--- src/core/usr_defines.svh ---
// register offsets, field positions, reset values and sample timing of the serial receiver
`ifndef USR_DEFINES_SVH
`define USR_DEFINES_SVH

`define USR_ADDR_DATA 3'h0
`define USR_ADDR_STAT_A 3'h1
`define USR_ADDR_CTRL_B 3'h2
`define USR_ADDR_CTRL_C 3'h3
`define USR_ADDR_BAUD 3'h4

`define USR_A_RXC 7
`define USR_A_FE 4
`define USR_A_DOR 3
`define USR_A_PE 2
`define USR_A_U2X 1

`define USR_B_RX_DONE_IRQ_ENABLE 7
`define USR_B_RECEIVER_ENABLE 4
`define USR_B_UCSZ2 2
`define USR_B_NINTH_BIT_RECEIVED 1

`define USR_C_SYNC 6
`define USR_C_PAR_EN 5
`define USR_C_PAR_ODD 4
`define USR_C_STOP2 3
`define USR_C_CHAR_SIZE_FIELD_LO 1

`define USR_E_NINTH 8
`define USR_E_PE 9
`define USR_E_DOR 10
`define USR_E_FE 11

`define USR_RST_BAUD 8'h00
`define USR_RST_CHAR_SIZE_FIELD 2'h3

`define USR_SPB_NORMAL 5'h10
`define USR_SPB_DOUBLE 5'h08
`define USR_VOTE_NORMAL 5'h08
`define USR_VOTE_DOUBLE 5'h04
`define USR_VOTE_SPAN 5'h02

`define USR_MIN_BITS 4'h5
`define USR_NINE_BITS 4'h9

`endif

--- src/core/usr_pkg.sv ---
// types shared by the serial receiver modules
package usr_pkg;

	typedef enum logic [2:0] {
		RX_IDLE = 3'b000,
		RX_START = 3'b001,
		RX_DATA = 3'b010,
		RX_PARITY = 3'b011,
		RX_STOP = 3'b100
	} usr_fsm_t;

	// one receive buffer entry: fe, dor, pe, ninth bit, data byte
	typedef logic [11:0] usr_entry_t;

	typedef struct packed {
		logic [1:0] stage1;
		logic [1:0] stage2;
	} usr_sync_state_t;

	typedef struct packed {
		usr_entry_t [1:0] mem;
		logic wrPtr;
		logic rdPtr;
		logic [1:0] count;
	} usr_fifo_state_t;

	typedef struct packed {
		usr_fsm_t st;
		logic [4:0] cnt;
		logic [2:0] vote;
		logic [3:0] bitIdx;
		logic [8:0] shift;
		logic parErr;
		logic parEn;
		logic pend;
		usr_entry_t pendEntry;
		logic lost;
		logic [7:0] baudCnt;
		logic xckPrev;
		logic rxPrev;
		logic receiver_enable;
		logic rx_done_irq_enable;
		logic ucsz2;
		logic u2x;
		logic syncMode;
		logic parEnable;
		logic parOdd;
		logic stop2;
		logic [1:0] char_size_field;
		logic [7:0] baud;
		logic [7:0] rdata;
	} usr_rx_state_t;

endpackage : usr_pkg

--- src/core/usr_sync.sv ---
// two-flop synchronisers for the serial data pin and the external transfer clock pin
`timescale 1ns/10ps
module usr_sync (
	input wire logic clk,
	input wire logic nrst,
	input wire logic ce,
	input wire logic [1:0] pinIn,
	output logic [1:0] pinSync
);
	usr_pkg::usr_sync_state_t r;
	usr_pkg::usr_sync_state_t s;

	always_comb
	begin
		s = r;
		s.stage1 = pinIn;
		// first stage feeds only the second stage
		s.stage2 = r.stage1;
	end

	always_ff @(posedge clk)
	begin
		if (!nrst)
			r <= '1;
		else if (ce)
			r <= s;
	end

	assign pinSync = r.stage2;
endmodule : usr_sync

--- src/core/usr_fifo.sv ---
// two-entry receive buffer holding each character with its status bits
`timescale 1ns/10ps
module usr_fifo (
	input wire logic clk,
	input wire logic nrst,
	input wire logic ce,
	input wire logic flush,
	input wire logic wrValid,
	input wire usr_pkg::usr_entry_t wrData,
	output logic wrReady,
	input wire logic rdPop,
	output logic rdValid,
	output usr_pkg::usr_entry_t rdData
);
	usr_pkg::usr_fifo_state_t r;
	usr_pkg::usr_fifo_state_t s;
	logic doWr;
	logic doRd;

	assign wrReady = (r.count != 2'h2);
	assign rdValid = (r.count != 2'h0);
	assign rdData = r.mem[r.rdPtr];
	assign doWr = wrValid && wrReady;
	assign doRd = rdPop && rdValid;

	always_comb
	begin
		s = r;
		if (flush)
		begin
			s.count = 2'h0;
			s.rdPtr = 1'b0;
			s.wrPtr = 1'b0;
		end
		else
		begin
			if (doWr)
			begin
				s.mem[r.wrPtr] = wrData;
				s.wrPtr = ~r.wrPtr;
			end
			if (doRd)
				s.rdPtr = ~r.rdPtr;
			if (doWr && !doRd)
				s.count = r.count + 2'h1;
			else if (doRd && !doWr)
				s.count = r.count - 2'h1;
		end
	end

	always_ff @(posedge clk)
	begin
		if (!nrst)
			r <= '0;
		else if (ce)
			r <= s;
	end
endmodule : usr_fifo

--- src/core/usr_rx.sv ---
// serial receiver: bit recovery, frame assembly, receive buffer and register port
`timescale 1ns/10ps
`include "usr_defines.svh"

// Behaviour
// - receiver_enable set hands the serial input pin to the receiver
// - synchronous mode samples bits on the external transfer clock pin
// - bits after a valid start are shifted in up to first stop; second ignored
// - after the first stop bit the frame moves into the receive buffer
// - five to seven bit characters read with zero upper data bits
// - nine-bit mode keeps ninth bit and error flags per entry; data read advances
// - receive-complete flag high exactly while the buffer holds unread data
// - clearing enable stops reception at once and drops the frame in progress
// - disabling empties the receive buffer so receive-complete reads zero
// - interrupt requested while its enable, global enable and receive-complete are set
// - error flags travel with their frame; software writes cannot change them
// - error flags never raise an interrupt
// - frame error is the inverted first stop bit, whatever the stop bit setting
// - overrun when buffer full, a frame waits, and a new start is detected
// - overrun flag clears with the next successful transfer into the buffer
// - parity error only with checking enabled at arrival and a mismatch
// - checker compares data parity with received parity bit in selected sense
// - asynchronous start bit judged by majority of samples 8,9,10 or 4,5,6
// - each asynchronous bit decided by majority of three centre samples, 16 or 8 per bit
module usr_rx (
	input wire logic clk,
	input wire logic nrst,
	input wire logic ce,
	input wire logic [2:0] addr,
	input wire logic [7:0] wdata,
	input wire logic wr,
	input wire logic rd,
	output logic [7:0] rdata,
	input wire logic serialIn,
	input wire logic syncClkIn,
	input wire logic globalIrqEn,
	output logic rxPinOverride,
	output logic rxComplete,
	output logic rxIrq
);
	usr_pkg::usr_rx_state_t r;
	usr_pkg::usr_rx_state_t s;

	logic [1:0] pinSync;
	logic rxS;
	logic xckS;
	logic fifoReady;
	logic fifoValid;
	usr_pkg::usr_entry_t head;
	usr_pkg::usr_entry_t wrEntry;
	logic pop;

	logic tick;
	logic xckRise;
	logic [4:0] spb;
	logic [4:0] voteFirst;
	logic [4:0] voteLast;
	logic [4:0] cntN;
	logic [2:0] voteN;
	logic decide;
	logic bitVal;
	logic startSeen;
	logic [3:0] nbits;
	logic [7:0] dataMask;

	usr_sync u_sync (
		.clk(clk),
		.nrst(nrst),
		.ce(ce),
		.pinIn({syncClkIn, serialIn}),
		.pinSync(pinSync)
	);

	assign rxS = pinSync[0];
	assign xckS = pinSync[1];

	// the waiting frame picks up the overrun mark only at the moment it enters the buffer
	always_comb
	begin
		wrEntry = r.pendEntry;
		wrEntry[`USR_E_DOR] = r.lost;
	end

	usr_fifo u_fifo (
		.clk(clk),
		.nrst(nrst),
		.ce(ce),
		.flush(!r.receiver_enable),
		.wrValid(r.pend),
		.wrData(wrEntry),
		.wrReady(fifoReady),
		.rdPop(pop),
		.rdValid(fifoValid),
		.rdData(head)
	);

	assign pop = rd && (addr == `USR_ADDR_DATA) && fifoValid;
	assign rxComplete = fifoValid;
	// error flags deliberately left out of the request term
	assign rxIrq = r.rx_done_irq_enable && globalIrqEn && fifoValid;
	assign rxPinOverride = r.receiver_enable;
	assign rdata = r.rdata;

	assign tick = (r.baudCnt == 8'h00);
	assign xckRise = xckS && !r.xckPrev;
	assign spb = r.u2x ? `USR_SPB_DOUBLE : `USR_SPB_NORMAL;
	assign voteFirst = r.u2x ? `USR_VOTE_DOUBLE : `USR_VOTE_NORMAL;
	assign voteLast = voteFirst + `USR_VOTE_SPAN;
	assign cntN = (r.cnt >= spb) ? 5'h01 : r.cnt + 5'h01;
	assign nbits = r.ucsz2 ? `USR_NINE_BITS : `USR_MIN_BITS + {2'h0, r.char_size_field};
	// reserved sizes with ucsz2 set are received as nine bits, all eight data bits read
	assign dataMask = r.ucsz2 ? 8'hFF : (8'hFF >> (2'h3 - r.char_size_field));

	always_comb
	begin
		voteN = r.vote;
		if (cntN >= voteFirst && cntN <= voteLast)
			voteN = {r.vote[1:0], rxS};
	end

	always_comb
	begin
		if (r.syncMode)
		begin
			decide = xckRise && (r.st != usr_pkg::RX_IDLE);
			bitVal = rxS;
			startSeen = xckRise && (r.st == usr_pkg::RX_IDLE) && !rxS;
		end
		else
		begin
			decide = tick && (r.st != usr_pkg::RX_IDLE) && (cntN == voteLast);
			bitVal = (voteN[0] & voteN[1]) | (voteN[0] & voteN[2]) | (voteN[1] & voteN[2]);
			startSeen = tick && (r.st == usr_pkg::RX_IDLE) && !rxS && r.rxPrev;
		end
	end

	always_comb
	begin
		s = r;
		s.xckPrev = xckS;
		// a line held low after a bad stop bit must rise before a new start counts
		if (tick)
			s.rxPrev = rxS;
		s.baudCnt = tick ? r.baud : r.baudCnt - 8'h01;

		if (r.pend && fifoReady)
		begin
			s.pend = 1'b0;
			s.lost = 1'b0;
		end

		if (!r.syncMode && tick && r.st != usr_pkg::RX_IDLE)
		begin
			s.cnt = cntN;
			s.vote = voteN;
		end

		if (startSeen)
		begin
			s.cnt = 5'h01;
			s.vote = 3'h0;
			s.st = r.syncMode ? usr_pkg::RX_DATA : usr_pkg::RX_START;
			s.bitIdx = 4'h0;
			s.shift = 9'h000;
			s.parErr = 1'b0;
			s.parEn = r.parEnable;
			if (r.syncMode && r.pend && !fifoReady)
			begin
				s.pend = 1'b0;
				s.lost = 1'b1;
			end
		end

		if (decide)
		begin
			case (r.st)
				usr_pkg::RX_START:
				begin
					if (bitVal)
						s.st = usr_pkg::RX_IDLE;
					else
					begin
						s.st = usr_pkg::RX_DATA;
						// a full buffer plus a waiting frame loses the waiting frame
						if (r.pend && !fifoReady)
						begin
							s.pend = 1'b0;
							s.lost = 1'b1;
						end
					end
				end
				usr_pkg::RX_DATA:
				begin
					s.shift[r.bitIdx] = bitVal;
					s.bitIdx = r.bitIdx + 4'h1;
					if (r.bitIdx == nbits - 4'h1)
						s.st = r.parEn ? usr_pkg::RX_PARITY : usr_pkg::RX_STOP;
				end
				usr_pkg::RX_PARITY:
				begin
					// even: data plus parity bit must xor to zero; odd flips the sense
					s.parErr = (^r.shift) ^ bitVal ^ r.parOdd;
					s.st = usr_pkg::RX_STOP;
				end
				usr_pkg::RX_STOP:
				begin
					// only the first stop bit is looked at; the line is idle again here
					s.st = usr_pkg::RX_IDLE;
					s.pend = 1'b1;
					s.pendEntry[7:0] = r.shift[7:0];
					s.pendEntry[`USR_E_NINTH] = r.shift[8];
					s.pendEntry[`USR_E_FE] = !bitVal;
					s.pendEntry[`USR_E_PE] = r.parEn && r.parErr;
					s.pendEntry[`USR_E_DOR] = 1'b0;
				end
				default:
					s.st = usr_pkg::RX_IDLE;
			endcase
		end

		if (wr)
		begin
			if (addr == `USR_ADDR_STAT_A)
				s.u2x = wdata[`USR_A_U2X];
			else if (addr == `USR_ADDR_CTRL_B)
			begin
				s.rx_done_irq_enable = wdata[`USR_B_RX_DONE_IRQ_ENABLE];
				s.receiver_enable = wdata[`USR_B_RECEIVER_ENABLE];
				s.ucsz2 = wdata[`USR_B_UCSZ2];
			end
			else if (addr == `USR_ADDR_CTRL_C)
			begin
				s.syncMode = wdata[`USR_C_SYNC];
				s.parEnable = wdata[`USR_C_PAR_EN];
				s.parOdd = wdata[`USR_C_PAR_ODD];
				s.stop2 = wdata[`USR_C_STOP2];
				s.char_size_field = wdata[`USR_C_CHAR_SIZE_FIELD_LO +: 2];
			end
			else if (addr == `USR_ADDR_BAUD)
				s.baud = wdata;
		end

		// disable wins over any frame event in the same cycle
		if (!r.receiver_enable)
		begin
			s.st = usr_pkg::RX_IDLE;
			s.pend = 1'b0;
			s.lost = 1'b0;
		end

		s.rdata = 8'h00;
		if (rd)
		begin
			if (addr == `USR_ADDR_DATA)
				s.rdata = fifoValid ? (head[7:0] & dataMask) : 8'h00;
			else if (addr == `USR_ADDR_STAT_A)
			begin
				s.rdata[`USR_A_RXC] = fifoValid;
				s.rdata[`USR_A_FE] = fifoValid && head[`USR_E_FE];
				s.rdata[`USR_A_DOR] = fifoValid && head[`USR_E_DOR];
				s.rdata[`USR_A_PE] = fifoValid && head[`USR_E_PE];
				s.rdata[`USR_A_U2X] = r.u2x;
			end
			else if (addr == `USR_ADDR_CTRL_B)
			begin
				s.rdata[`USR_B_RX_DONE_IRQ_ENABLE] = r.rx_done_irq_enable;
				s.rdata[`USR_B_RECEIVER_ENABLE] = r.receiver_enable;
				s.rdata[`USR_B_UCSZ2] = r.ucsz2;
				s.rdata[`USR_B_NINTH_BIT_RECEIVED] = fifoValid && head[`USR_E_NINTH];
			end
			else if (addr == `USR_ADDR_CTRL_C)
			begin
				s.rdata[`USR_C_SYNC] = r.syncMode;
				s.rdata[`USR_C_PAR_EN] = r.parEnable;
				s.rdata[`USR_C_PAR_ODD] = r.parOdd;
				s.rdata[`USR_C_STOP2] = r.stop2;
				s.rdata[`USR_C_CHAR_SIZE_FIELD_LO +: 2] = r.char_size_field;
			end
			else if (addr == `USR_ADDR_BAUD)
				s.rdata = r.baud;
		end
	end

	always_ff @(posedge clk)
	begin
		if (!nrst)
		begin
			r <= '0;
			r.st <= usr_pkg::RX_IDLE;
			r.baud <= `USR_RST_BAUD;
			r.char_size_field <= `USR_RST_CHAR_SIZE_FIELD;
			r.xckPrev <= 1'b1;
			r.rxPrev <= 1'b1;
		end
		else if (ce)
			r <= s;
	end
endmodule : usr_rx

--- config.mk ---
export PLATFORM = sky130hd
export DESIGN_NAME = usr_rx
export DESIGN_NICKNAME = d
export VERILOG_FILES = /design/src/core/usr_pkg.sv /design/src/core/usr_sync.sv /design/src/core/usr_fifo.sv /design/src/core/usr_rx.sv
export VERILOG_INCLUDE_DIRS = /design/src /design/src/core
export SDC_FILE = /design/constraint.sdc
export NUM_CORES = 1
export LEC_CHECK = 0
export BUFFER_PORTS_ARGS = -buffer_cell sky130_fd_sc_hd__clkbuf_2
export CAP_MARGIN = 20
export CORE_MARGIN = 8
export CORE_UTILIZATION = 45
export DETAILED_ROUTE_END_ITERATION = 12
export PLACE_DENSITY_LB_ADDON = 0.25
export SYNTH_ARGS = -nofsm -noshare
export SYNTH_HDL_FRONTEND = slang
export SYNTH_SLANG_ARGS = --single-unit
--- constraint.sdc ---
create_clock -name clk -period 3.7 [get_ports clk]
set_input_delay 0.555 -clock clk [delete_from_list [all_inputs] [get_ports clk]]
set_output_delay 0.555 -clock clk [all_outputs]
set_load 0.02 [all_outputs]
==> results.txt, run 1 <==
Worst Setup EP -> r[52]
Final setup TNS -> 0 ns
Die Span Y -> 128 um
Fin util -> 0.497
Via/cell ratio -> 5.68
CTS resizes -> 0
Most frequent cells in the layout -> dfxtp_1, nand2_1, nor2_1, mux2i_1, a21oi_1
Worst vdd ir -> 0.000197 V
I/O pin count -> 30
Netlist cell types -> 68
Syn Area/Cell -> 8.37 sq um
Minimum clock period -> 3.38 ns
Slew headroom -> 0.431
Clk_skew -> 0.00754 ns
RSZ-0062 raised after global routing -> false
PD cells -> 430 mW/mm^2
Pins Over Slew Limit -> 0
Asr flop ratio synth -> 0
Hold bufs inserted after CTS -> 0
Starting Density -> 0.455
Clk_lat worst skew -> 0.35 ns
Number of remaining DRC errors -> 0
Largest net degree at the start of global routing -> 47
Finished Layout Cells -> 859
Number of synthesized flops with an enable pin -> 0
R2r setup slk -> 0.32 ns
Hold_sp -> serialIn
Share of cells above drive strength 1 -> 0.100
Final period util -> 0.913
CTS Root Cell -> clkbuf_16
FF-to-FF End -> r[52]
Iter 0 DRT Violations -> 619
CTS tree -> done
Tightest Hold Check Type -> input port to register
Final wirelength -> 14,000 um
Cells after synthesis -> 678
Worst-Margin Slew -> 0.852 ns
Antenna cells -> 0
Core area -> 0.0125 sq mm
Via count of the first global-routing pass -> 4,443
Syn_nets -> 712
Ys Warns -> 0
Leakage -> 0.00243 uW
Status -> complete, no violations
TritonCTS buffer count -> 9
WL/cell -> 16.3 um
Synth Register Bits -> 107
Initial antenna violation count -> 0
Gpl congestion -> 0.890
Critical Path RT -> 3.96 ns
Pre-CTS setup slack -> 0.329 ns
Dpl hpwl -> 10,200 um
Hold Fails Final Rpt -> 0
Endpoints failing setup -> 0
Setup crit end kind -> register
Count of input and output buffers -> 29
GRT Util Overall -> 0.174
Final net count -> 717
Setup WS post-layout -> 0.321 ns
Global-route wire length before repair -> 23,000 um
Total grt overflow -> 0
Synthesized area -> 0.00567 sq mm
DR pass1 iterations -> 5
H-tree depth -> 3
Worst hold slack -> 0.416 ns
Row cnt -> 41
CP Launch Type -> register
Placed cell count -> 844
Critical Path Source -> r[22]
Die area -> 0.0165 sq mm
Synth-to-layout area growth -> 9.18%
Clock Sinks -> 107
R2R cell count -> 12
DRT antenna net count -> 0
Postcts setup bufs -> 0
FF-to-FF Start -> r[22]
Max frequency -> 296 MHz
Reg clk slew, reported paths -> 0.07 ns
Die Width -> 128 um
Vias post-DR -> 4,876
Clk buf depth -> 2
Commonest non-fill, non-tap cell in the layout -> dfxtp_1
Dominant synthesized flop cell -> dfxtp_1
Worst EP arrival -> 3.64 ns
CP Max Fanout -> 8
WS Path Type -> register to register
Sequential area share after synthesis -> 0.378
MaxCap Viol Count -> 0
cell families (layout without fill, tap and decap cells):
kind of cell / after synthesis / after routing / share of synthesized area
buf+inv: 67 / 76 / 0.0523
xor+xnor: 20 / 20 / 0.0309
mux: 68 / 68 / 0.122
fa+ha+maj: 15 / 15 / 0.0331
flops: 107 / 107 / 0.378
compound gates: 139 / 139 / 0.165
simple gates: 262 / 262 / 0.218
Yosys cell counts, types with 4 or more instances:
cell type / count / share of area
nand2_1: 82 / 0.054
clkbuf_1: 26 / 0.017
o2111ai_1: 4 / 0.0062
a21oi_1: 52 / 0.046
nor2_1: 82 / 0.054
xor2_1: 4 / 0.0062
buf_4: 9 / 0.012
dfxtp_1: 107 / 0.38
nand4_1: 10 / 0.011
nand3_1: 21 / 0.019
a211oi_1: 4 / 0.0053
a21o_1: 4 / 0.0053
xnor2_1: 16 / 0.025
nor3_1: 19 / 0.017
mux2i_1: 66 / 0.12
nor2b_1: 5 / 0.0055
inv_1: 22 / 0.015
o211ai_1: 6 / 0.0079
a22oi_1: 4 / 0.0053
or3_1: 8 / 0.0088
and3_1: 4 / 0.0044
o21ai_0: 26 / 0.023
buf_1: 5 / 0.0033
ha_1: 15 / 0.033
and2_1: 6 / 0.0066
registers in the layout, summed over array words and instances (netlist names):
register and cells:
u_sync.r 2, r 66, rdata 8, u_fifo.r 28, rxPinOverride 1, u_sync.pinSync 2
routing by layer:
layer | routed length, um | track usage
met1 | 6420 | 0.231
met3 | 910 | 0.0354
met2 | 6390 | 0.268
met5 | 0 | 0
met4 | 261 | 0.0706
worst min-delay path by stage:
stage / end / depth (start not counted)
floorplan: u_fifo.r[15] / 2
global placement: u_fifo.r[13] / 2
detailed placement: u_fifo.r[5] / 2
CTS: u_sync.r[3] / 3
global route: u_sync.r[2] / 3
finish: u_sync.r[2] / 3
worst max-delay path: stages (launching register included):
cell and delay (ns):
dfxtp_1 0.45, ha_1 0.29, and4b_4 0.23, or3_4 0.40
nor2_1 0.20, ha_1 0.29, a21o_1 0.18, a21oi_1 0.16
a22oi_2 0.11, a211oi_4 0.39, o31ai_2 0.11, buf_4 0.20
o41ai_2 0.28
report_power, final:
part / switching (uW) / leakage, uW / total [uW] / internal, uW
registers: 45.5 / 0.000864 / 1240 / 1190
logic: 277 / 0.00142 / 444 / 167
clock network: 422 / 0.000144 / 979 / 557
total: 745 / 0.00243 / 2660 / 1920
stage by stage:
step | total power, uW | cell area (sq um)
floorplan | 1600 | 5670
global placement | 1690 | 5890
detailed placement | 1710 | 5890
CTS | 2690 | 6190
global route | 2800 | 6190
finish | 2660 | 6190
layout make-up:
cell class / instances / area [sq um]
clock inverters: 4 / 50.0
multi-input cells: 504 / 3230
clock buffers: 11 / 253
fillers: 1178 / 6270
repair buffers: 38 / 213
inverters: 23 / 86.3
flip-flops and latches: 107 / 2140
well taps: 172 / 215
Note: power is estimated with default switching activity, not from simulation.
==> inputs of run 2 (changes only) <==
--- a/config.mk
+++ b/config.mk
@@ -14,4 +14,5 @@
 export PLACE_DENSITY_LB_ADDON = 0.25
 export SYNTH_ARGS = -nofsm -noshare
 export SYNTH_HDL_FRONTEND = slang
+export SYNTH_HIERARCHICAL = 1
 export SYNTH_SLANG_ARGS = --single-unit
==> run 2 against run 1 <==
Die area grew 4.7%. Clock-buffer cell count fell by 1. Routed wire length increased by 6.0%. Via count rose by 4.0%. First-iteration DRC count is 10% lower. Hold slack better by 0.0013 ns. Global-route usage shrank 0.30 points. Fmax grew 0.20%. Critical endpoint is now r[59]. Largest cell class unchanged. Highest routed layer unchanged.
==> results.txt, run 2 <==
CTS tree -> done
GRT Util Overall -> 0.171
Clock Sinks -> 107
Biggest register -> r
Gpl congestion -> 0.860
Core area -> 0.0131 sq mm
Mux contribution to synthesized area -> 0.113
Worst-Margin Slew -> 0.796 ns
Synth top cells by count -> dfxtp_1, nand2_1, mux2i_1
Postcts setup bufs -> 0
Switching Power -> 803 uW
Setup crit end kind -> register
Worst EP arrival -> 3.62 ns
Hold Fails Final Rpt -> 0
Row cnt -> 42
Share of cells above drive strength 1 -> 0.117
Max reg flops -> 66
H-tree depth -> 3
RSZ-0062 raised after global routing -> false
Count of input and output buffers -> 29
Cells after synthesis -> 705
Largest net degree at the start of global routing -> 61
Via count of the first global-routing pass -> 4,997
Leakage -> 0.00266 uW
Netlist cell types -> 70
Asr flop ratio synth -> 0
Synthesized area -> 0.00597 sq mm
Hold Path Cell Cnt -> 3
Final period util -> 0.911
R2R cell count -> 13
Max frequency -> 297 MHz
Via/cell ratio -> 5.74
Global-route wire length before repair -> 24,700 um
Clk buf depth -> 2
Syn Area/Cell -> 8.47 sq um
Reg clk slew, reported paths -> 0.08 ns
Worst hold slack -> 0.418 ns
Initial antenna violation count -> 0
Clk_lat worst skew -> 0.36 ns
Dominant synthesized flop cell -> dfxtp_1
Die Width -> 131 um
Total grt overflow -> 0
MaxCap Viol Count -> 0
Clk_skew -> 0.00942 ns
Sw frac -> 0.299
Post-synthesis xor/xnor area fraction -> 0.0249
Final wirelength -> 14,800 um
I/O pin count -> 30
Commonest non-fill, non-tap cell in the layout -> dfxtp_1
Die area -> 0.0172 sq mm
Synth area leaders -> dfxtp_1, mux2i_1, nand2_1, nor2b_1, ha_1
Fin util -> 0.495
Synth Register Bits -> 107
Tightest Hold Check Type -> input port to register
Dpl hpwl -> 10,800 um
Syn_nets -> 739
Setup WS post-layout -> 0.328 ns
Pre-CTS setup slack -> 0.223 ns
Minimum clock period -> 3.37 ns
Synth Area in Adders -> 0.0314
Critical Path RT -> 3.95 ns
Iter 0 DRT Violations -> 557
Ys Warns -> 6
DRT antenna net count -> 0
Number of remaining DRC errors -> 0
Clk network pwr share -> 0.362
Combinational family with the most area after synthesis -> simple AND/OR/NAND/NOR gates
DR pass1 iterations -> 7
Post-synth top area cell -> dfxtp_1
Slew headroom -> 0.469
Top-count cell post-synth -> dfxtp_1
Vias post-DR -> 5,073
Compound-Gate Fraction of Synth Area -> 0.187
Final setup TNS -> 0 ns
Seq pwr share -> 0.460
Die Span Y -> 131 um
PD cells -> 414 mW/mm^2
Comb pwr share -> 0.177
Status -> complete, no violations
WS Path Type -> register to register
Internal power -> 1880 uW
CTS resizes -> 0
Pwr Total -> 2680 uW
Endpoints failing setup -> 0
TritonCTS buffer count -> 9
Hold bufs inserted after CTS -> 0
Sequential area share after synthesis -> 0.359
CP Max Fanout -> 9
WL/cell -> 16.8 um
CP Launch Type -> register
Number of synthesized flops with an enable pin -> 0
Final net count -> 737
Synth-to-layout area growth -> 8.31%
Synth top area share -> 0.359
Antenna cells -> 0
Pins Over Slew Limit -> 0
CTS Root Cell -> clkbuf_16
Synth Area in Simple Gates -> 0.225
Most frequent cells in the layout -> dfxtp_1, nand2_1, mux2i_1, a21oi_1, nor2b_1
Worst vdd ir -> 0.000234 V
Starting Density -> 0.457
==> run 2: through the flow <==
stage,cells,cell area [sq um]
after floorplan,705,5970
after global placement,868,6160
after detailed placement,868,6160
after CTS,884,6460
after global routing,884,6470
final,884,6470
==> run 2: area by class of cell <==
class | count | area [sq um]
repair buffers | 39 | 223
fillers | 1261 | 6610
multi-input cells | 521 | 3490
flip-flops and latches | 107 | 2140
well taps | 176 | 220
inverters | 25 | 93.8
clock inverters | 6 | 62.6
clock buffers | 10 | 239
==> run 2: logic make-up (layout without fill, tap and decap cells) <==
logic type	after synthesis	after routing
simple gates	261	261
fa+ha+maj	15	15
flops	107	107
xor+xnor	17	17
mux	66	66
compound gates	162	162
buf+inv	77	80
==> run 2: power groups by stage <==
stage / Sequential (uW) / Clock [uW] / Combinational [uW]
2_1_floorplan: 1250 / 0 / 381
3_3_place_gp: 1260 / 0 / 460
3_5_place_dp: 1260 / 0 / 476
4_1_cts: 1230 / 989 / 478
5_1_grt: 1240 / 1040 / 542
6_report: 1230 / 971 / 476
==> run 2: final timing paths <==
path                            slack (ns)          from           end
worst max-delay path                  0.33         r[71]         r[59]
worst min-delay path                  0.42      serialIn   u_sync/r[2]
worst max register to register        0.33         r[71]         r[59]
worst min register to register        0.46  u_fifo/r[23]  u_fifo/r[23]
==> run 2: worst max-delay path, cell delays in order (launching register included) <==
cell and delay [ns]:
dfxtp_1 0.39, inv_1 0.06, ha_1 0.26, and4b_1 0.23, nor3_4 0.06, and2_1 0.16, ha_1 0.37, or4b_1 0.51
a31o_1 0.22, o22ai_2 0.21, o21a_1 0.28, nor2_1 0.07, buf_4 0.19, a41o_1 0.24
==> run 2: metal layers <==
layer	up-vias	track usage	routed length, um
li1	2496	-	-
met1	2421	0.213	6880
met2	130	0.290	7100
met3	26	0.0347	605
met4	0	0.0549	234
met5	-	0	0
